### src/hdl/flash_timer_pkg.sv
// Package with register map, field layout, reset values and timing constants of the flash timer.
`default_nettype none

package flash_timer_pkg;

	// Register byte offsets on the APB bus.
	localparam logic [11:0] CTRL_ADDR     = 12'h000;
	localparam logic [11:0] ON_TIME_ADDR  = 12'h004;
	localparam logic [11:0] OFF_TIME_ADDR = 12'h008;
	localparam logic [11:0] PULSES_ADDR   = 12'h00c;
	localparam logic [11:0] STATUS_ADDR   = 12'h010;

	// Control register field positions.
	localparam int TRIG_LSB    = 0;  // Two bits: trigger value selection.
	localparam int AFTER_LSB   = 2;  // Two bits: contact state after flashing.
	localparam int RECOV_LSB   = 4;  // Two bits: disable state after bus recovery.
	localparam int NC_BIT      = 6;  // Output wired as normally closed contact.
	localparam int SWREC_LSB   = 7;  // Two bits: switch object reaction on bus recovery.
	localparam int CTRL_WIDTH  = 9;

	// Status register field positions.
	localparam int ST_RELAY_BIT = 0;
	localparam int ST_FLASH_BIT = 1;
	localparam int ST_DIS_BIT   = 2;
	localparam int ST_SAVED_BIT = 3;
	localparam int ST_CNT_LSB   = 8;

	// Trigger value selection codes.
	localparam logic [1:0] TRIG_ON   = 2'h0;
	localparam logic [1:0] TRIG_OFF  = 2'h1;
	localparam logic [1:0] TRIG_BOTH = 2'h2;

	// Contact state after flashing.
	localparam logic [1:0] AFTER_ON      = 2'h0;
	localparam logic [1:0] AFTER_OFF     = 2'h1;
	localparam logic [1:0] AFTER_RESTORE = 2'h2;

	// Disable object value after bus recovery.
	localparam logic [1:0] RECOV_KEEP    = 2'h0;
	localparam logic [1:0] RECOV_DISABLE = 2'h1;
	localparam logic [1:0] RECOV_ENABLE  = 2'h2;

	// Switch object reaction on bus recovery.
	localparam logic [1:0] SWREC_NONE = 2'h0;
	localparam logic [1:0] SWREC_ON   = 2'h1;
	localparam logic [1:0] SWREC_OFF  = 2'h2;

	// Reset values of the writable registers.
	localparam logic [CTRL_WIDTH-1:0] CTRL_RESET = 9'h028;
	localparam logic [15:0] DUR_RESET    = 16'h000a;
	localparam logic [6:0]  PULSES_RESET = 7'h05;

	// Legal ranges of durations and pulse counts.
	localparam logic [15:0] DUR_MIN    = 16'h0005;
	localparam logic [6:0]  PULSES_MIN = 7'h01;
	localparam logic [6:0]  PULSES_MAX = 7'h64;

	// Timebase: one unit is 0.1 s, the clock period is 40 ns.
	localparam int CLK_PERIOD_NS = 40;
	localparam int UNIT_TIME_NS  = 100_000_000;
	localparam int UNIT_CYCLES   = UNIT_TIME_NS / CLK_PERIOD_NS;

	// Flash sequencer states, Gray coded along idle, on phase, off phase.
	typedef enum logic [1:0] {
		FL_IDLE = 2'b00,
		FL_ON   = 2'b01,
		FL_OFF  = 2'b11
	} flash_state_t;

endpackage : flash_timer_pkg

`default_nettype wire

### src/hdl/unit_tick.sv
// Restartable 0.1 s timebase that pulses once per unit.
`timescale 1ns/100ps
`default_nettype none

module unit_tick #(
	parameter int TICK_CYCLES = flash_timer_pkg::UNIT_CYCLES
) (
	input  wire logic pclk,     // System clock.
	input  wire logic presetn,  // Asynchronous reset, active low.
	input  wire logic restart,  // Start a fresh unit from zero.
	output logic      tick      // One-cycle pulse at the end of each unit.
);

	logic [31:0] count;  // Cycles elapsed in the current unit.

	// Counting restarts on request so the first phase of a flash lasts whole units.
	always_ff @(posedge pclk or negedge presetn)
	begin
		if (!presetn)
		begin
			count <= 32'h0;
			tick  <= 1'b0;
		end
		else if (restart)
		begin
			count <= 32'h0;
			tick  <= 1'b0;
		end
		else if (count == 32'(TICK_CYCLES - 1))
		begin
			count <= 32'h0;
			tick  <= 1'b1;
		end
		else
		begin
			count <= count + 32'h1;
			tick  <= 1'b0;
		end
	end

endmodule : unit_tick

`default_nettype wire

### src/hdl/relay_output_flash_timer.sv
// Flashing time function of one relay output with an APB register slave.
`timescale 1ns/100ps
`default_nettype none

// Notes on behaviour
// - OFF phase lasts configured 0.1 s units.
// - Stop flashing after configured pulse maximum.
// - After-flash ON leaves relay on.
// - After-flash OFF leaves relay off.
// - After-flash restore returns pre-flash state.
// - Recovery unchanged keeps prior disable state.
// - Disable telegram 1 blocks time function.
// - Disable telegram 0 enables time function.
// - While blocked, switch telegrams drive relay directly.
// - Bus recovery sets light per switch setting.
// - Same engine serves outputs S, T, U.
// - ON phase lasts configured 0.1 s units.
// - Trigger value starts, opposite value ends flashing.
// - Every new trigger value restarts sequence.
// - Normally open starts ON, closed starts OFF.
module relay_output_flash_timer #(
	parameter int TICK_CYCLES = flash_timer_pkg::UNIT_CYCLES  // Cycles per 0.1 s unit.
) (
	input  wire logic        pclk,          // System clock, 25 MHz.
	input  wire logic        presetn,       // Asynchronous reset, active low.
	input  wire logic        psel,          // APB select.
	input  wire logic        penable,       // APB access phase.
	input  wire logic        pwrite,        // APB write direction.
	input  wire logic [11:0] paddr,         // APB byte address.
	input  wire logic [31:0] pwdata,        // APB write data.
	output logic      [31:0] prdata,        // APB read data.
	output logic             pready,        // APB ready.
	output logic             pslverr,       // APB error for unmapped addresses.
	input  wire logic        switch_stb,    // Switch telegram received, one cycle.
	input  wire logic        switch_val,    // Value of the switch telegram.
	input  wire logic        disable_stb,   // Disable-time telegram received, one cycle.
	input  wire logic        disable_val,   // Value of the disable-time telegram.
	input  wire logic        bus_recovered, // Bus voltage recovery event, one cycle.
	output logic             relay_on,      // Relay coil drive, high closes the contact.
	output logic             flashing       // High while a flash sequence runs.
);

	logic [flash_timer_pkg::CTRL_WIDTH-1:0] ctrl;      // Control register.
	logic [15:0]                            on_time;   // ON phase length in units.
	logic [15:0]                            off_time;  // OFF phase length in units.
	logic [6:0]                             pulses;    // Pulse limit as written.
	logic                                   time_dis;  // Time function blocked.
	logic                                   saved;     // Switch state before flashing.
	logic                                   state_out; // Logical switch state.
	logic [6:0]                             pulse_cnt; // Completed ON phases.
	logic [15:0]                            phase_cnt; // Units spent in current phase.
	flash_timer_pkg::flash_state_t          state;     // Sequencer state.
	logic                                   tick;      // 0.1 s unit pulse.
	logic                                   restart;   // Timebase restart request.

	// Decoded control fields.
	logic [1:0] trig_sel;
	logic [1:0] after_sel;
	logic [1:0] recov_sel;
	logic       nc_contact;
	logic [1:0] swrec_sel;
	assign trig_sel   = ctrl[flash_timer_pkg::TRIG_LSB +: 2];
	assign after_sel  = ctrl[flash_timer_pkg::AFTER_LSB +: 2];
	assign recov_sel  = ctrl[flash_timer_pkg::RECOV_LSB +: 2];
	assign nc_contact = ctrl[flash_timer_pkg::NC_BIT];
	assign swrec_sel  = ctrl[flash_timer_pkg::SWREC_LSB +: 2];

	// Out-of-range settings are clamped so a bad write cannot stall or hammer the contact.
	logic [15:0] on_len;
	logic [15:0] off_len;
	logic [6:0]  pulse_max;
	assign on_len    = (on_time < flash_timer_pkg::DUR_MIN) ? flash_timer_pkg::DUR_MIN : on_time;
	assign off_len   = (off_time < flash_timer_pkg::DUR_MIN) ? flash_timer_pkg::DUR_MIN : off_time;
	assign pulse_max = (pulses < flash_timer_pkg::PULSES_MIN) ? flash_timer_pkg::PULSES_MIN :
		(pulses > flash_timer_pkg::PULSES_MAX) ? flash_timer_pkg::PULSES_MAX : pulses;

	// APB strobes; the slave never inserts wait states.
	logic wr_en;
	logic setup;
	logic mapped;
	assign pready = 1'b1;
	assign wr_en  = psel && penable && pwrite;
	assign setup  = psel && !penable;
	assign mapped = (paddr == flash_timer_pkg::CTRL_ADDR) || (paddr == flash_timer_pkg::ON_TIME_ADDR)
		|| (paddr == flash_timer_pkg::OFF_TIME_ADDR) || (paddr == flash_timer_pkg::PULSES_ADDR)
		|| (paddr == flash_timer_pkg::STATUS_ADDR);

	// Switch telegram classification while the time function is live.
	logic start_req;
	logic stop_req;
	always_comb
	begin
		start_req = 1'b0;
		stop_req  = 1'b0;
		if (switch_stb && !time_dis && !bus_recovered)
		begin
			unique case (trig_sel)
				flash_timer_pkg::TRIG_ON:
				begin
					start_req = switch_val;
					stop_req  = !switch_val;
				end
				flash_timer_pkg::TRIG_OFF:
				begin
					start_req = !switch_val;
					stop_req  = switch_val;
				end
				default:
				begin
					start_req = 1'b1;  // Either value triggers and cannot suspend.
				end
			endcase
		end
	end

	// Post-flash contact state chosen by the after-flash setting.
	logic after_val;
	always_comb
	begin
		unique case (after_sel)
			flash_timer_pkg::AFTER_ON:  after_val = 1'b1;
			flash_timer_pkg::AFTER_OFF: after_val = 1'b0;
			default:                    after_val = saved;
		endcase
	end

	// End of the current phase, reached on the tick that completes its length.
	logic on_done;
	logic off_done;
	logic last_pulse;
	assign on_done    = (state == flash_timer_pkg::FL_ON) && tick && (phase_cnt + 16'h1 >= on_len);
	assign off_done   = (state == flash_timer_pkg::FL_OFF) && tick && (phase_cnt + 16'h1 >= off_len);
	assign last_pulse = on_done && (pulse_cnt + 7'h1 >= pulse_max);

	// A flash is abandoned by a stop telegram, by blocking or by bus recovery.
	logic abort;
	assign abort = stop_req || (disable_stb && disable_val) || bus_recovered;

	// Timebase restarts at every flash start so the first phase is full length.
	assign restart = start_req;

	unit_tick #(
		.TICK_CYCLES (TICK_CYCLES)
	) u_tick (
		.pclk    (pclk),
		.presetn (presetn),
		.restart (restart),
		.tick    (tick)
	);

	// Software-written registers.
	always_ff @(posedge pclk or negedge presetn)
	begin
		if (!presetn)
		begin
			ctrl     <= flash_timer_pkg::CTRL_RESET;
			on_time  <= flash_timer_pkg::DUR_RESET;
			off_time <= flash_timer_pkg::DUR_RESET;
			pulses   <= flash_timer_pkg::PULSES_RESET;
		end
		else if (wr_en)
		begin
			// Writes land only at the access phase of the transfer.
			unique case (paddr)
				flash_timer_pkg::CTRL_ADDR:     ctrl     <= pwdata[flash_timer_pkg::CTRL_WIDTH-1:0];
				flash_timer_pkg::ON_TIME_ADDR:  on_time  <= pwdata[15:0];
				flash_timer_pkg::OFF_TIME_ADDR: off_time <= pwdata[15:0];
				flash_timer_pkg::PULSES_ADDR:   pulses   <= pwdata[6:0];
				default:
				begin
					// Status is read only and unmapped writes are dropped.
				end
			endcase
		end
	end

	// Read data and error are prepared in the setup cycle so they come from flip-flops.
	always_ff @(posedge pclk or negedge presetn)
	begin
		if (!presetn)
		begin
			prdata  <= 32'h0;
			pslverr <= 1'b0;
		end
		else if (setup)
		begin
			pslverr <= !mapped;
			prdata  <= 32'h0;
			if (!pwrite)
			begin
				unique case (paddr)
					flash_timer_pkg::CTRL_ADDR:     prdata <= 32'(ctrl);
					flash_timer_pkg::ON_TIME_ADDR:  prdata <= 32'(on_time);
					flash_timer_pkg::OFF_TIME_ADDR: prdata <= 32'(off_time);
					flash_timer_pkg::PULSES_ADDR:   prdata <= 32'(pulses);
					flash_timer_pkg::STATUS_ADDR:
					begin
						prdata[flash_timer_pkg::ST_RELAY_BIT] <= relay_on;
						prdata[flash_timer_pkg::ST_FLASH_BIT] <= flashing;
						prdata[flash_timer_pkg::ST_DIS_BIT]   <= time_dis;
						prdata[flash_timer_pkg::ST_SAVED_BIT] <= saved;
						prdata[flash_timer_pkg::ST_CNT_LSB +: 7] <= pulse_cnt;
					end
					default:
					begin
						// Unmapped reads return zero with an error.
					end
				endcase
			end
		end
		else if (!psel)
		begin
			pslverr <= 1'b0;
		end
	end

	// Blocked condition of the time function; a recovery preset wins over a telegram.
	always_ff @(posedge pclk or negedge presetn)
	begin
		if (!presetn)
		begin
			time_dis <= 1'b0;
		end
		else if (bus_recovered)
		begin
			unique case (recov_sel)
				flash_timer_pkg::RECOV_DISABLE: time_dis <= 1'b1;
				flash_timer_pkg::RECOV_ENABLE:  time_dis <= 1'b0;
				default:                        time_dis <= time_dis;
			endcase
		end
		else if (disable_stb)
		begin
			time_dis <= disable_val;
		end
	end

	// Flash sequencer; the first phase depends on the contact type.
	always_ff @(posedge pclk or negedge presetn)
	begin
		if (!presetn)
		begin
			state     <= flash_timer_pkg::FL_IDLE;
			phase_cnt <= 16'h0;
			pulse_cnt <= 7'h0;
		end
		else if (abort)
		begin
			state     <= flash_timer_pkg::FL_IDLE;
			phase_cnt <= 16'h0;
		end
		else if (start_req)
		begin
			// Any new trigger value restarts from the first phase and a zero pulse count.
			state     <= nc_contact ? flash_timer_pkg::FL_OFF : flash_timer_pkg::FL_ON;
			phase_cnt <= 16'h0;
			pulse_cnt <= 7'h0;
		end
		else
		begin
			unique case (state)
				flash_timer_pkg::FL_IDLE:
				begin
					phase_cnt <= 16'h0;
				end
				flash_timer_pkg::FL_ON:
				begin
					if (last_pulse)
					begin
						state     <= flash_timer_pkg::FL_IDLE;
						pulse_cnt <= pulse_cnt + 7'h1;
						phase_cnt <= 16'h0;
					end
					else if (on_done)
					begin
						state     <= flash_timer_pkg::FL_OFF;
						pulse_cnt <= pulse_cnt + 7'h1;
						phase_cnt <= 16'h0;
					end
					else if (tick)
					begin
						phase_cnt <= phase_cnt + 16'h1;
					end
				end
				flash_timer_pkg::FL_OFF:
				begin
					if (off_done)
					begin
						state     <= flash_timer_pkg::FL_ON;
						phase_cnt <= 16'h0;
					end
					else if (tick)
					begin
						phase_cnt <= phase_cnt + 16'h1;
					end
				end
				default:
				begin
					state <= flash_timer_pkg::FL_IDLE;
				end
			endcase
		end
	end

	// The pre-flash state is captured only at a fresh start, not at a restart.
	always_ff @(posedge pclk or negedge presetn)
	begin
		if (!presetn)
		begin
			saved <= 1'b0;
		end
		else if (start_req && (state == flash_timer_pkg::FL_IDLE))
		begin
			saved <= state_out;
		end
	end

	// Steady switch state outside flashing, in the relay's own sense.
	always_ff @(posedge pclk or negedge presetn)
	begin
		if (!presetn)
		begin
			state_out <= 1'b0;
		end
		else if (bus_recovered)
		begin
			unique case (swrec_sel)
				flash_timer_pkg::SWREC_ON:  state_out <= 1'b1;
				flash_timer_pkg::SWREC_OFF: state_out <= 1'b0;
				default:                    state_out <= relay_on;
			endcase
		end
		else if (switch_stb && time_dis)
		begin
			state_out <= switch_val;
		end
		else if (stop_req || last_pulse)
		begin
			state_out <= after_val;
		end
		else if (disable_stb && disable_val && flashing)
		begin
			// Blocking mid-flash freezes the contact where it stands.
			state_out <= relay_on;
		end
	end

	// Relay drive follows the phase during a flash and the steady state otherwise.
	// The same logic is instantiated per output, including the small outputs.
	always_comb
	begin
		unique case (state)
			flash_timer_pkg::FL_ON:  relay_on = 1'b1;
			flash_timer_pkg::FL_OFF: relay_on = 1'b0;
			default:                 relay_on = state_out;
		endcase
	end

	assign flashing = (state != flash_timer_pkg::FL_IDLE);

endmodule : relay_output_flash_timer

`default_nettype wire

### config.mk
export PLATFORM = sky130hd
export DESIGN_NAME = relay_output_flash_timer
export DESIGN_NICKNAME = d
export VERILOG_FILES = /design/src/hdl/flash_timer_pkg.sv /design/src/hdl/unit_tick.sv /design/src/hdl/relay_output_flash_timer.sv
export SDC_FILE = /design/constraint.sdc
export NUM_CORES = 1
export LEC_CHECK = 0
export ABC_AREA = 1
export BUFFER_PORTS_ARGS = -buffer_cell sky130_fd_sc_hd__buf_2
export CAP_MARGIN = 15
export CORE_MARGIN = 5
export CORE_UTILIZATION = 30
export CTS_BUF_LIST = sky130_fd_sc_hd__clkbuf_4 sky130_fd_sc_hd__clkbuf_8 sky130_fd_sc_hd__clkbuf_16
export DETAILED_ROUTE_END_ITERATION = 7
export PLACE_DENSITY = 0.45
export RECOVER_POWER = 100
export SLEW_MARGIN = 20
export SYNTH_ARGS = -nofsm -noshare
export SYNTH_HDL_FRONTEND = slang
export SYNTH_SLANG_ARGS = --single-unit
### constraint.sdc
create_clock -name pclk -period 3.1 [get_ports pclk]
set_input_delay 0 -clock pclk [delete_from_list [all_inputs] [get_ports pclk]]
set_output_delay 0 -clock pclk [all_outputs]
set_load 0.05 [all_outputs]
Yosys cells after proc, flatten, opt, wreduce, memory -nomap -nowiden
Cells that the tools add are included.
- bits in registers: 142
- output and inout port bits: 36
- add/subtract/negate cells: 3
- order comparisons: 7
- eq/ne operators: 18
- muxes and demuxes: 47
- bitwise logic cells: 1
- reductions and logical operators: 43
- operator list (operator ; number):
    two-way mux 16 bit ; 9
    two-way mux 32 bit ; 2
    one-hot mux 16 bit (3 select lines) ; 1
    two-way mux 7 bit ; 6
    adder 32 x 1 -> 32 bit (second input constant) ; 1
    equality test 32 x 22 -> 1 bit (second input constant) ; 1
    >= comparator 16 bit ; 2
    < comparator 16 x 3 -> 1 bit (second input constant) ; 2
    one-hot mux 7 bit (4 select lines) ; 1
    equality test 12 x 4 -> 1 bit (second input constant) ; 2
    one-hot mux 4 bit (5 select lines) ; 1
    adder 16 x 1 -> 16 bit (second input constant) ; 1
    one-hot mux 4 bit (4 select lines) ; 1
    logical AND 1 bit ; 14
    one-hot mux 1 bit (2 select lines) ; 7
    equality test 12 x 3 -> 1 bit (second input constant) ; 1
    equality test 12 x 5 -> 1 bit (second input constant) ; 1
    zero test 12 bit ; 1
    two-way mux 1 bit ; 12
    two-way mux 2 bit ; 6
    equality test 2 x 1 -> 1 bit (second input constant) ; 5
    AND reduction 2 bit ; 5
    adder 7 x 1 -> 7 bit (second input constant) ; 1
    >= comparator 7 bit ; 1
    18 further kinds ; 35

Logic depth before layout (Yosys ltp)
Gate-level depths: netlist of run 1.
- depth after elaboration: 9
- depth in mapped cells: 22
- depth with buffers taken out: 22

Cells and area by module
A second synthesis of run 1 with hierarchy kept.
- cells, all modules: 1138
- area total of the unflattened synthesis: 8308.0 um^2
- modules (own cells, without submodules) (module ; times used ; cells an instance ; area each (um^2)):
    relay_output_flash_timer ; 1 ; 825 ; 6244.7
    unit_tick ; 1 ; 313 ; 2063.2

Least setup slack after synthesis of run 1
No wires, ideal clock.
- path kind: flip-flop to flip-flop
- start: reg phase_cnt[0]
- end: reg phase_cnt[13]
- library setup time: 83 ps
- arrival: 2791 ps
- setup slack: 227 ps
- stages on the path, launching flop included: 22
- path buffers: 1
- clock period less this slack: 2873 ps
- path through: dfrtp_1 -> ha_1 -> nand3_2 -> nor3_2 -> nand3_2 -> nor3_2 -> inv_2 -> xor2_1 -> ha_1 -> nand2_1 -> nor2_1 -> and2_1 -> nand2_1 -> inv_1 -> nand2_1 -> nand3_1 -> nand2_1 -> nand2_1 -> nand2_1 -> nand2_2 -> buf_6 -> o21ai_0
- word-level cells in the longest chain between the ends: 8
- elaborated cells between the ends (all ways): 13
- classes of those cells: 1 x add/sub; 2 x order compare; 7 x mux; 3 x reduce/logical
- ends and longest elaborated chain (element ; line ; text):
    start: declaration ; relay_output_flash_timer.sv:51 ; logic [15:0] phase_cnt;
    start signal: assignment ; relay_output_flash_timer.sv:282 ; phase_cnt <= phase_cnt + 16'h1;
    start signal: assignment ; relay_output_flash_timer.sv:294 ; phase_cnt <= phase_cnt + 16'h1;
    adder 16 x 1 -> 16 bit (*) ; - ;
    >= comparator 16 bit ; relay_output_flash_timer.sv:131 ; assign on_done = (state == flash_timer_pkg::FL_ON) && tick && (phase_cnt + 16'h1 >= on_len);
    logical AND 1 bit ; relay_output_flash_timer.sv:131 ;
    two-way mux 16 bit or logical AND 1 bit (tied branches) ; relay_output_flash_timer.sv:274, relay_output_flash_timer.sv:133 ;
    two-way mux 16 bit ; relay_output_flash_timer.sv:268 ; if (last_pulse)
    one-hot mux 16 bit (3 select lines) (*) ; relay_output_flash_timer.sv:261 ; unique case (state)
    two-way mux 16 bit (*) ; relay_output_flash_timer.sv:252 ; else if (start_req)
    two-way mux 16 bit (*) ; relay_output_flash_timer.sv:247 ; else if (abort)
Every way passes the cells marked *; elsewhere a longest branch is shown, timed or not.
A chain may end at the register's enable or synchronous reset.

Worst setup path in the final report of run 1
- start: reg phase_cnt[0]
- end: reg phase_cnt[15]
The elaborated chain is that of the path after synthesis.

==> implementation parameters, run 1 <==
Parameter                              Value

Final layout
  Post-route core utilization ... 37.6%
  Number of nets at the end of the flow ... 1255
  Area growth syn-to-layout ... 23.5%
  Antenna fix cells ... 0
  Fraction of final layout cells sized beyond drive strength 1 ... 16.1%
  Final non-filler cell area ... 9840 um2
  Fill count ... 2803

CTS
  Clock edge transition at the registers on the reported setup and hold paths ... 0.07 ns
  H-tree level count ... 4
  Clk Tree Root Cell ... sky130_fd_sc_hd__clkbuf_16
  Clock tree from TritonCTS ... done
  Number of clock sinks ... 126
  Buffer levels on the longest clock path ... 2
  Clock latency on the worst-skew pair ... 0.43 ns
  Clock buffer count from CTS ... 17

STA
  Post-Route Hold Slack ... 0.0447 ns
  Maximum clock skew at final layout ... 0.0163 ns
  Sum of negative setup slack ... 0 ns
  Highest clock frequency the design can meet ... 0.344 GHz
  Max-slew headroom at the worst pin ... -10.7%
  Setup repair after global routing missed its margin ... yes
  Final cycle utilization of the critical path ... 93.8%
  Fin. max-slew vios ... 62
  Final Hold Vio Count ... 0
  Slew at the pin closest to its max-slew limit ... 1.66 ns
  Clock period minus final worst setup slack ... 2.91 ns
  Final count of negative-setup-slack endpoints ... 0

Hold path
  Min-Delay Startpoint ... penable
  Hold Path End ... prdata[13]
  Cell depth of the worst min-delay path ... 3
  Worst hold path class ... primary input to flip-flop

Synthesis
  FFs w/ async S/R, synth ... 100%
  Count of cell types in the netlist ... 47
  Warnings from Yosys ... 0
  Number of synthesized register bits ... 126
  Most used DFF post-synth ... sky130_fd_sc_hd__dfrtp_1
  Register area share after synthesis ... 39.7%
  Synthesized instance count ... 1037
  Cell area after synthesis ... 7970 um2
  Mapped Avg Cell Area ... 7.68 um2
  Count of flip-flops with a built-in enable after synthesis ... 0

Floorplanning
  Die area ... 29900 um2
  Core area ... 26100 um2
  Placement Rows ... 59
  Die extent in y ... 173 um
  Number of primary I/O pins ... 90
  Initial core utilization ... 30.5%
  Die width ... 173 um

Routing
  Antenna-violating nets left ... 0
  First drt pass iteration count ... 5
  Total wire length after detailed routing ... 23900 um
  Remaining routing DRC violations ... 0
  Mean routed wirelength per cell ... 15.9 um
  Via density per instance ... 4.71
  Number of violations reported at the end of detailed-routing iteration 0 ... 360
  Routed vias ... 7098

Job
  Max-capacitance violation count ... 1

Setup path
  CP startpoint ... phase_cnt[0]
  Crit-path max FO ... 3
  Most common cell type on the critical path ... sky130_fd_sc_hd__a21oi_1
  Crit Path Class ... flip-flop to flip-flop
  End of the worst register-to-register path ... phase_cnt[15]
  Critical path depth ... 18
  Setup crit end kind ... flip-flop
  R2R depth ... 18
  Library cell contributing the largest single delay on the critical path ... sky130_fd_sc_hd__dfrtp_1
  Worst Setup Start Kind ... flip-flop
  Cell-by-cell trace of the critical path ... buf_4, nand3_4, nor3_4, nand3_2, nor3_2, xor2_1, inv_1, ha_1, a21oi_1, o21ai_0, a21oi_1, nand3_1, nand2_1, nand2_2, nand2_4, buf_4, o21ai_2, a21oi_1
  Arrival time of data at the critical path endpoint ... 3.25 ns
  Critical R2R Launch ... phase_cnt[0]
  Worst reg2reg setup slack ... 0.19 ns
  CP required ... 3.44 ns
  Critical Path Max Stage Delay ... 0.40 ns
  Top Family by Delay on Critical Path ... simple AND/OR/NAND/NOR gates
  Number of buffers and inverters on the critical path ... 3

Power and ir drop
  Static Leakage ... 4.67 nW
  Max VDD drop ... 0.000285 V
  Cell area power density ... 461 nW/um2
  Total power consumption of the routed design ... 4.54 mW

Place
  Placed inst area ... 8800 um2
  Buffers on Ports ... 56
  Half-perimeter wire length of the detailed placement result ... 18000 um
  GPL Wtd Cong ... 0.832

Global routing
  Total global routing overflow ... 0
  Global-route wire length before repair ... 38700 um
  Via count of the first global-routing pass ... 7280
  Antenna violations before repair ... 0
  Pin count of the biggest net entering global routing ... 67
  GRT Resource Usage Total ... 16.1%

Outcome
  Status ... complete, but fails checks
  Violated checks ... capacitance limit, slew limit
worst max-delay path by stage:
| stage | endpoint | slack [ns] |
|---|---|---|
| 2_1_floorplan | phase_cnt[13] | 0.23 |
| 5_1_grt | state[1] | -0.07 |
| 3_3_place_gp | state_out | 0.10 |
| 4_1_cts | phase_cnt[6] | 0.01 |
| 6_report | phase_cnt[15] | 0.19 |
| 3_5_place_dp | phase_cnt[5] | 0.02 |
cells in the mapped netlist, types with 17 or more instances:
cell type,n,area [um2]
sky130_fd_sc_hd__ha_1,43,538
sky130_fd_sc_hd__inv_1,152,571
sky130_fd_sc_hd__buf_4,17,128
sky130_fd_sc_hd__a21oi_1,34,170
sky130_fd_sc_hd__nor3_1,26,130
sky130_fd_sc_hd__nand3_1,37,185
sky130_fd_sc_hd__xor2_1,31,272
sky130_fd_sc_hd__o22ai_1,17,106
sky130_fd_sc_hd__o21ai_0,106,531
sky130_fd_sc_hd__dfrtp_1,118,2950
sky130_fd_sc_hd__nand2_1,217,815
sky130_fd_sc_hd__nor2_1,83,312
tightest hold or removal path: stages:
cell and delay (ns):
sky130_fd_sc_hd__buf_2 0.20, sky130_fd_sc_hd__o21ai_0 0.19, sky130_fd_sc_hd__nand2_1 0.05
stage by stage:
| step | instances | worst slack, ns |
|---|---|---|
| 5_1_grt | 1506 | -0.0720 |
| 3_5_place_dp | 1444 | 0.0221 |
| 3_3_place_gp | 1444 | 0.103 |
| 4_1_cts | 1500 | 0.0128 |
| 2_1_floorplan | 1052 | 0.227 |
| 6_report | 1506 | 0.192 |
registers in the layout, indices dropped and copies added, names as in the netlist, 2 cells and up:
name,flops
on_time,16
state,2
prdata,16
phase_cnt,16
ctrl,9
pulses,7
off_time,16
u_tick.count,32
pulse_cnt,7
where the power goes:
part	switching, mW	internal, mW	total, mW
registers	0.0873	1.74	1.82
logic	0.354	0.180	0.534
clock network	0.790	1.39	2.18
total	1.23	3.31	4.54
cell families after synthesis:
logic type	share of synthesized area, %
compound gates	14.0
xor+xnor	3.74
fa+ha+maj	6.75
buf+inv	10.3
flops	39.7
mux	0.251
other cells	0.0943
simple gates	25.1
layout by cell type, fill, tap and decap left out, types with 4 or more instances in the layout:
| cell type | netlist | routed |
|---|---|---|
| sky130_fd_sc_hd__nor3_1 | 26 | 24 |
| sky130_fd_sc_hd__nand3_2 | 5 | 6 |
| sky130_fd_sc_hd__nor3_4 | 2 | 5 |
| sky130_fd_sc_hd__nand3_1 | 37 | 34 |
| sky130_fd_sc_hd__clkbuf_4 | 0 | 4 |
| sky130_fd_sc_hd__buf_6 | 3 | 4 |
| sky130_fd_sc_hd__clkbuf_16 | 0 | 17 |
| sky130_fd_sc_hd__nand2_1 | 217 | 210 |
| sky130_fd_sc_hd__a21oi_1 | 34 | 31 |
| sky130_fd_sc_hd__o21ai_2 | 7 | 5 |
| sky130_fd_sc_hd__ha_1 | 43 | 40 |
| sky130_fd_sc_hd__nor2_1 | 83 | 86 |
| sky130_fd_sc_hd__dlygate4sd3_1 | 0 | 24 |
| sky130_fd_sc_hd__nand2_4 | 1 | 4 |
| sky130_fd_sc_hd__a211oi_1 | 5 | 5 |
| sky130_fd_sc_hd__nor2_2 | 7 | 5 |
| sky130_fd_sc_hd__inv_2 | 4 | 5 |
| sky130_fd_sc_hd__conb_1 | 2 | 17 |
| sky130_fd_sc_hd__bufinv_16 | 0 | 4 |
| sky130_fd_sc_hd__nor4_1 | 12 | 10 |
| sky130_fd_sc_hd__o21ai_0 | 106 | 104 |
| sky130_fd_sc_hd__nor3_2 | 6 | 5 |
| sky130_fd_sc_hd__xor2_1 | 31 | 27 |
| sky130_fd_sc_hd__nor4_2 | 3 | 5 |
| sky130_fd_sc_hd__buf_2 | 5 | 37 |
| sky130_fd_sc_hd__inv_1 | 152 | 150 |
| sky130_fd_sc_hd__dfstp_2 | 8 | 7 |
| sky130_fd_sc_hd__dfrtp_1 | 118 | 117 |
| sky130_fd_sc_hd__a31oi_1 | 5 | 5 |
| sky130_fd_sc_hd__buf_4 | 17 | 36 |
| sky130_fd_sc_hd__clkbuf_1 | 13 | 21 |
| sky130_fd_sc_hd__o22ai_1 | 17 | 17 |
| sky130_fd_sc_hd__nand2_2 | 8 | 13 |
| sky130_fd_sc_hd__xor2_2 | 0 | 4 |
| sky130_fd_sc_hd__o21ai_1 | 15 | 19 |
| sky130_fd_sc_hd__nand4_1 | 15 | 15 |
| sky130_fd_sc_hd__o21a_1 | 4 | 4 |
routing by layer:
layer	share of wire [%]	track usage [%]
met5	0	0
met4	2.5	5.05
met3	3.9	4.10
met2	47	26.2
met1	47	21.0
area by class of cell:
cell class / instances / area (um2) / share of cell area [%]
Clock buffer: 21 / 462 / 4.69
Multi-Input combinational cell: 733 / 4210 / 42.8
Inverter: 156 / 586 / 5.95
Clock inverter: 11 / 166 / 1.69
Timing Repair Buffer: 124 / 832 / 8.46
Tap cell: 335 / 419 / 4.26
Sequential cell: 126 / 3160 / 32.2
repair_timing:
item / in CTS / in global routing
setup endpoints to repair: 1 / 26
endpoints found under the hold margin: 107 / 0
pin swaps: 0 / 2
gates cloned: 0 / 1
resized for setup: 1 / 52
setup buffers: 0 / 5
hold buffers: 24 / 0
Power figures use the tool's default switching activity.
==> inputs of run 2 (changes only) <==
--- a/config.mk
+++ b/config.mk
@@ -9,10 +9,11 @@
 export BUFFER_PORTS_ARGS = -buffer_cell sky130_fd_sc_hd__buf_2
 export CAP_MARGIN = 15
 export CORE_MARGIN = 5
-export CORE_UTILIZATION = 30
+export CORE_UTILIZATION = 45
 export CTS_BUF_LIST = sky130_fd_sc_hd__clkbuf_4 sky130_fd_sc_hd__clkbuf_8 sky130_fd_sc_hd__clkbuf_16
 export DETAILED_ROUTE_END_ITERATION = 7
-export PLACE_DENSITY = 0.45
+export GPL_ROUTABILITY_DRIVEN = 0
+export PLACE_DENSITY = 0.63
 export RECOVER_POWER = 100
 export SLEW_MARGIN = 20
 export SYNTH_ARGS = -nofsm -noshare
==> implementation parameters, run 2 (synthesized netlist as in run 1, its figures left out) <==
Parameter                              Value

STA
  Setup repair after global routing missed its margin ... yes
  Final cycle utilization of the critical path ... 98.5% (+4.7 points)
  Fin. max-slew vios ... 28 (-55%)
  Final Hold Vio Count ... 0 (unchanged)
  Maximum clock skew at final layout ... 0.00866 ns (-0.00767 ns)
  Final count of negative-setup-slack endpoints ... 0 (unchanged)
  Highest clock frequency the design can meet ... 0.327 GHz (-4.8%)
  Clock period minus final worst setup slack ... 3.05 ns (+0.147 ns)
  Slew at the pin closest to its max-slew limit ... 1.52 ns (-0.146 ns)
  Max-slew headroom at the worst pin ... -1.02% (+9.7 points)

Final layout
  Fraction of final layout cells sized beyond drive strength 1 ... 14.1% (-2.0 points)
  Number of nets at the end of the flow ... 1234 (-1.7%)
  Filler-free cell count of the finished design ... 1375 (-8.7%)
  Fill count ... 1701 (-39%)
  Largest register by flop count ... u_tick.count
  Top library cells by usage in the layout, fill and taps aside ... sky130_fd_sc_hd__nand2_1, sky130_fd_sc_hd__inv_1, sky130_fd_sc_hd__dfrtp_1
  Final non-filler cell area ... 9460 um2 (-3.8%)
  Antenna fix cells ... 0 (unchanged)
  Most frequent standard cell in the layout excluding fill and tap cells ... sky130_fd_sc_hd__nand2_1
  Flip-flop count of the largest register, all copies and words added ... 32 (unchanged)
  Post-route core utilization ... 54.5% (+17 points)
  Area growth syn-to-layout ... 18.7%

Global routing
  Total global routing overflow ... 0 (unchanged)
  Antenna violations before repair ... 0 (unchanged)
  Pin count of the biggest net entering global routing ... 101 (+51%)
  Global-route wire length before repair ... 35500 um (-8.3%)
  GRT Resource Usage Total ... 22.2% (+6.2 points)
  Via count of the first global-routing pass ... 7017 (-3.6%)

Setup path
  CP startpoint ... phase_cnt[1]
  CP required ... 3.42 ns (-0.02 ns)
  Crit Path Class ... flip-flop to flip-flop
  Arrival time of data at the critical path endpoint ... 3.37 ns (+0.12 ns)
  Setup crit end kind ... flip-flop
  Critical R2R Launch ... phase_cnt[1]
  Worst Setup Start Kind ... flip-flop
  Crit-path max FO ... 7 (+4)

Power and ir drop
  Static Leakage ... 4.52 nW (-3.2%)
  Total power consumption of the routed design ... 4.36 mW (-3.9%)
  Cell area power density ... 461 nW/um2 (about the same)
  Max VDD drop ... 0.000385 V (+35%)

CTS
  Clock tree from TritonCTS ... done
  Clock latency on the worst-skew pair ... 0.44 ns (about the same)
  H-tree level count ... 4 (unchanged)
  Clock edge transition at the registers on the reported setup and hold paths ... 0.06 ns (about the same)
  Clock buffer count from CTS ... 17 (unchanged)
  Number of clock sinks ... 126 (unchanged)
  Clk Tree Root Cell ... sky130_fd_sc_hd__clkbuf_16
  Buffer levels on the longest clock path ... 2 (unchanged)

Routing
  Total wire length after detailed routing ... 21900 um (-8.3%)
  First drt pass iteration count ... 5 (unchanged)
  Mean routed wirelength per cell ... 15.9 um (+0.47%)
  Number of violations reported at the end of detailed-routing iteration 0 ... 548 (+52%)
  Routed vias ... 7229 (+1.8%)
  Via density per instance ... 5.26 (+12%)
  Antenna-violating nets left ... 0 (unchanged)
  Remaining routing DRC violations ... 0 (unchanged)

Floorplanning
  Die width ... 143 um (-17%)
  Die extent in y ... 143 um (-17%)
  Placement Rows ... 48 (-19%)
  Initial core utilization ... 45.9% (+15 points)
  Die area ... 20500 um2 (-32%)
  Number of primary I/O pins ... 90 (unchanged)
  Core area ... 17400 um2 (-34%)

Place
  Number of placed instances with taps included ... 1315 (-8.9%)
  Buffers on Ports ... 56 (unchanged)
  Placed inst area ... 8520 um2 (-3.2%)
  Half-perimeter wire length of the detailed placement result ... 16300 um (-9.8%)

Outcome
  Status ... complete, but fails checks
  Violated checks ... capacitance limit, slew limit

Hold path
  Min-Delay Startpoint ... pwrite
  Worst hold path class ... primary input to flip-flop

Job
  Max-capacitance violation count ... 1 (unchanged)
run 2: final cells by class:
cell class / instances / area (um2) / share of cell area [%]
clock inverter: 14 / 160 / 1.69
sequential: 126 / 3160 / 33.4
inverter: 156 / 586 / 6.19
clock buffer: 18 / 433 / 4.58
timing repair buffer: 104 / 678 / 7.17
tap: 225 / 282 / 2.98
multi-input combinational: 732 / 4160 / 43.9
run 2: worst max-delay path: stages, from the launching register on:
cell                      delay [ns]
sky130_fd_sc_hd__dfrtp_1        0.40
sky130_fd_sc_hd__ha_2           0.23
sky130_fd_sc_hd__nand3_4        0.09
sky130_fd_sc_hd__nor3_4         0.19
sky130_fd_sc_hd__nand3_2        0.13
sky130_fd_sc_hd__nor3_4         0.23
sky130_fd_sc_hd__inv_2          0.10
sky130_fd_sc_hd__o21ai_2        0.13
sky130_fd_sc_hd__nand2_2        0.11
sky130_fd_sc_hd__ha_4           0.29
sky130_fd_sc_hd__nand2_4        0.04
sky130_fd_sc_hd__nor2_4         0.08
sky130_fd_sc_hd__and2_1         0.12
sky130_fd_sc_hd__nand2_1        0.05
sky130_fd_sc_hd__inv_1          0.04
sky130_fd_sc_hd__nand2_1        0.05
sky130_fd_sc_hd__nand3_2        0.10
sky130_fd_sc_hd__nand2_2        0.08
sky130_fd_sc_hd__buf_6          0.14
sky130_fd_sc_hd__a21oi_2        0.12
sky130_fd_sc_hd__buf_6          0.14
sky130_fd_sc_hd__o21ai_0        0.08
run 2: final timing paths:
check	cells after the start	end	slack, ns
max reg2reg	21	pulse_cnt[1]	0.05
min	4	prdata[7]	0.005
min reg2reg	1	u_tick.count[0]	0.46
min in group asynchronous	2	on_time[12]	0.48
max	21	pulse_cnt[1]	0.05
max in group asynchronous	3	phase_cnt[2]	0.57
run 2: per-layer routing:
metal | wire length [um] | share of wire (%) | GRT usage [%] | up-vias
met5 | 0 | 0 | 0 | -
met3 | 1210 | 5.5 | 4.29 | 41
met1 | 9870 | 45 | 30.1 | 3396
met2 | 10300 | 47 | 35.5 | 211
met4 | 521 | 2.4 | 8.45 | 0
li1 | - | - | - | 3581
run 2: per-stage QoR:
| stage | setup TNS [ns] | hold slack [ns] | setup WS (ns) |
|---|---|---|---|
| 2_1_floorplan | 0 | -0.296 | 0.227 |
| 3_3_place_gp | 0 | -0.0500 | 0.103 |
| 3_5_place_dp | -0.0469 | -0.0455 | -0.0212 |
| 4_1_cts | 0 | 0.00828 | 0.0394 |
| 5_1_grt | -2.27 | 0.0505 | -0.126 |
| 6_report | 0 | 0.00543 | 0.0454 |
run 2: where the power goes:
part           internal, mW  switching (mW)  leakage, nW
Combinational         0.174           0.331         2.54
Clock                  1.21           0.827        0.283
Sequential             1.74          0.0874         1.69
Total                  3.12            1.25         4.52
run 2: repair_timing:
item	4_1_cts	5_1_grt
pin swaps	0	7
hold endpoints to repair	123	0
endpoints found under the setup margin	12	25
resized for setup	2	52
cloned	0	0
hold buffers	24	0
setup buffers	0	4
==> inputs of run 3 (changes only) <==
--- a/config.mk
+++ b/config.mk
@@ -14,7 +14,6 @@
 export DETAILED_ROUTE_END_ITERATION = 7
 export GPL_ROUTABILITY_DRIVEN = 0
 export PLACE_DENSITY = 0.63
-export RECOVER_POWER = 100
 export SLEW_MARGIN = 20
 export SYNTH_ARGS = -nofsm -noshare
 export SYNTH_HDL_FRONTEND = slang
==> constraint.sdc (replaced) <==
create_clock -name pclk -period 3.1 [get_ports pclk]
set_input_delay 0.155 -clock pclk [delete_from_list [all_inputs] [get_ports pclk]]
set_output_delay 0.155 -clock pclk [all_outputs]
set_load 0.05 [all_outputs]
==> implementation parameters, run 3 (synthesized netlist as in run 1, its figures left out) <==
Parameter                              Value

Final layout
  Number of nets at the end of the flow ... 1232 (-0.16%)
  Most frequent standard cell in the layout excluding fill and tap cells ... sky130_fd_sc_hd__nand2_1
  Area growth syn-to-layout ... 21.0%
  Antenna fix cells ... 0 (unchanged)
  Top library cells by usage in the layout, fill and taps aside ... sky130_fd_sc_hd__nand2_1, sky130_fd_sc_hd__inv_1, sky130_fd_sc_hd__dfrtp_1
  Fraction of final layout cells sized beyond drive strength 1 ... 20.5% (+6.4 points)
  Post-route core utilization ... 55.6% (+1.1 points)
  Flip-flop count of the largest register, all copies and words added ... 32 (unchanged)
  Largest register by flop count ... u_tick.count

CTS
  Clock buffer count from CTS ... 17 (unchanged)
  H-tree level count ... 4 (unchanged)
  Number of clock sinks ... 126 (unchanged)
  Clk Tree Root Cell ... sky130_fd_sc_hd__clkbuf_16
  Clock edge transition at the registers on the reported setup and hold paths ... 0.06 ns (about the same)
  Clock tree from TritonCTS ... done
  Clock latency on the worst-skew pair ... 0.42 ns (-0.02 ns)
  Buffer levels on the longest clock path ... 2 (unchanged)

Global routing
  Global routing met2 resource utilization ... 34.6% (-0.84 points)
  Most crowded layer after global routing ... met2
  Via count of the first global-routing pass ... 6874 (-2.0%)
  GRT Resource Usage Total ... 21.8% (-0.40 points)
  Pin count of the biggest net entering global routing ... 57 (-44%)
  Global-route wire length before repair ... 35200 um (-0.95%)
  Total global routing overflow ... 0 (unchanged)
  Global-route track usage on met3 ... 5.59% (+1.3 points)
  Antenna violations before repair ... 0 (unchanged)
  GR Layer Usage met1 ... 29.9% (-0.15 points)

Setup path
  Setup crit end kind ... flip-flop
  Crit-path max FO ... 7 (unchanged)
  CP required ... 3.40 ns (-0.02 ns)
  Most common cell type on the critical path ... sky130_fd_sc_hd__nand2_1
  Worst Setup Start Kind ... flip-flop
  Crit Path Class ... flip-flop to flip-flop
  Critical Path Max Stage Delay ... 0.41 ns (about the same)
  Cell-by-cell trace of the critical path ... ha_4, nand3_4, nor3_4, nand3_2, nor3_4, inv_2, o21ai_2, nand2_2, ha_1, nand2_1, nor2_2, and2_1, nand2_1, inv_1, nand2_1, nand3_2, nand2_2, buf_6, a21oi_2, buf_6, o22ai_1
  Library cell contributing the largest single delay on the critical path ... sky130_fd_sc_hd__dfrtp_1
  Arrival time of data at the critical path endpoint ... 3.39 ns (+0.02 ns)

Place
  Half-perimeter wire length of the detailed placement result ... 16700 um (+2.4%)
  Buffers on Ports ... 56 (unchanged)
  Pre-CTS setup slack ... 0.0443 ns (+0.0655 ns)

Routing
  First drt pass iteration count ... 6 (+1)
  Antenna-violating nets left ... 0 (unchanged)
  Via density per instance ... 5.31 (+0.91%)
  Remaining routing DRC violations ... 0 (unchanged)
  Mean routed wirelength per cell ... 16.3 um (+2.3%)
  Number of violations reported at the end of detailed-routing iteration 0 ... 513 (-6.4%)
  Routed vias ... 7284 (+0.76%)
  Total wire length after detailed routing ... 22400 um (+2.2%)

STA
  Setup ws final ... 0.00889 ns (-0.0366 ns)
  Fin. max-slew vios ... 0 (-100%)
  Slew at the pin closest to its max-slew limit ... 0.671 ns (-0.844 ns)
  Final count of negative-setup-slack endpoints ... 0 (unchanged)
  Setup repair after global routing missed its margin ... yes
  Highest clock frequency the design can meet ... 0.324 GHz (-1.2%)
  Final cycle utilization of the critical path ... 99.7% (+1.2 points)
  Max-slew headroom at the worst pin ... 55.1% (+56 points)
  Maximum clock skew at final layout ... 0.00835 ns (-0.000309 ns)
  Clock period minus final worst setup slack ... 3.09 ns (+0.0366 ns)
  Final Hold Vio Count ... 0 (unchanged)

Power and ir drop
  Max VDD drop ... 0.000379 V (-1.7%)
  Static Leakage ... 4.72 nW (+4.4%)
  Total power consumption of the routed design ... 4.36 mW (about the same)
  Cell area power density ... 453 nW/um2 (-1.9%)

Floorplanning
  Die area ... 20500 um2 (unchanged)
  Die width ... 143 um (unchanged)
  Placement Rows ... 48 (unchanged)
  Initial core utilization ... 45.9% (unchanged)
  Number of primary I/O pins ... 90 (unchanged)
  Core area ... 17400 um2 (unchanged)
  Die extent in y ... 143 um (unchanged)

Outcome
  Status ... finished, final reports clean

Job
  Max-capacitance violation count ... 0 (-1)

Hold path
  Worst hold path class ... primary input to flip-flop
run 3: changes by cell type in the layout (fill, tap and decap cells not counted), moves of 4 or more:
cell / delta
sky130_fd_sc_hd__o21ai_0: -6
sky130_fd_sc_hd__buf_2: +20
sky130_fd_sc_hd__ha_4: +4
sky130_fd_sc_hd__nor2_1: -7
sky130_fd_sc_hd__o21ai_1: +4
sky130_fd_sc_hd__nand2_1: -4
sky130_fd_sc_hd__nor2_2: +4
sky130_fd_sc_hd__clkbuf_1: -23
sky130_fd_sc_hd__buf_4: +18
sky130_fd_sc_hd__nand2_2: +5
sky130_fd_sc_hd__dlygate4sd3_1: -21
run 3: what timing repair did:
item | in CTS | in global routing
gates cloned | 0 | 1
setup buffers | 0 | 9
hold buffers | 3 | 0
pin swaps | 0 | 23
endpoints found under the setup margin | 1 | 26
gates resized for setup | 1 | 70
hold endpoints to repair | 47 | 0
run 3: metrics by stage:
| step | hold slack [ns] | setup TNS, ns | instances | instance area, um2 |
|---|---|---|---|---|
| 6_report | 0.0125 | 0 | 1373 | 9640 |
| 5_1_grt | 0.0133 | -3.14 | 1373 | 9640 |
| 4_1_cts | 0.00545 | 0 | 1363 | 9260 |
| 3_5_place_dp | 0.223 | 0 | 1328 | 8630 |
| 3_3_place_gp | 0.220 | 0 | 1328 | 8630 |
| 2_1_floorplan | -0.141 | 0 | 1052 | 8020 |
run 3: final timing paths:
kind                       cells after the start             from              end  slack, ns
setup / recovery                              21     phase_cnt[0]     pulse_cnt[4]      0.009
hold / removal                                 3       pwdata[15]     off_time[15]       0.01
setup reg to reg                              21     phase_cnt[0]     pulse_cnt[4]      0.009
hold reg to reg                                1  u_tick.count[0]  u_tick.count[0]       0.47
max in group asynchronous                      3          presetn          ctrl[3]       1.96
min in group asynchronous                      2          presetn     off_time[11]       0.30
run 3: routing by layer:
layer / vias up / part of all wire, %
met5: - / 0
met4: 0 / 1.6
met3: 26 / 6.6
met2: 218 / 47
met1: 3468 / 44
li1: 3572 / -
run 3: final cells by class:
type	count	area (um2)
Clock inverter	9	113
Tap cell	225	282
Multi-Input combinational cell	732	4320
Inverter	156	586
Clock buffer	23	483
Timing Repair Buffer	102	693
Fill cell	1635	7710
Sequential cell	126	3170
run 3: where the power goes:
part | internal [mW] | switching [mW] | total [mW]
Clock | 1.26 | 0.758 | 2.02
Combinational | 0.167 | 0.348 | 0.515
Sequential | 1.74 | 0.0902 | 1.83
Total | 3.17 | 1.20 | 4.36
run 3: worst max-delay path: cells and delay by family (launching register included):
family,cells,cell delay (ns)
fa+ha+maj,2,0.46
compound gates,3,0.35
simple gates,12,1.32
flops,1,0.41
buf+inv,4,0.42
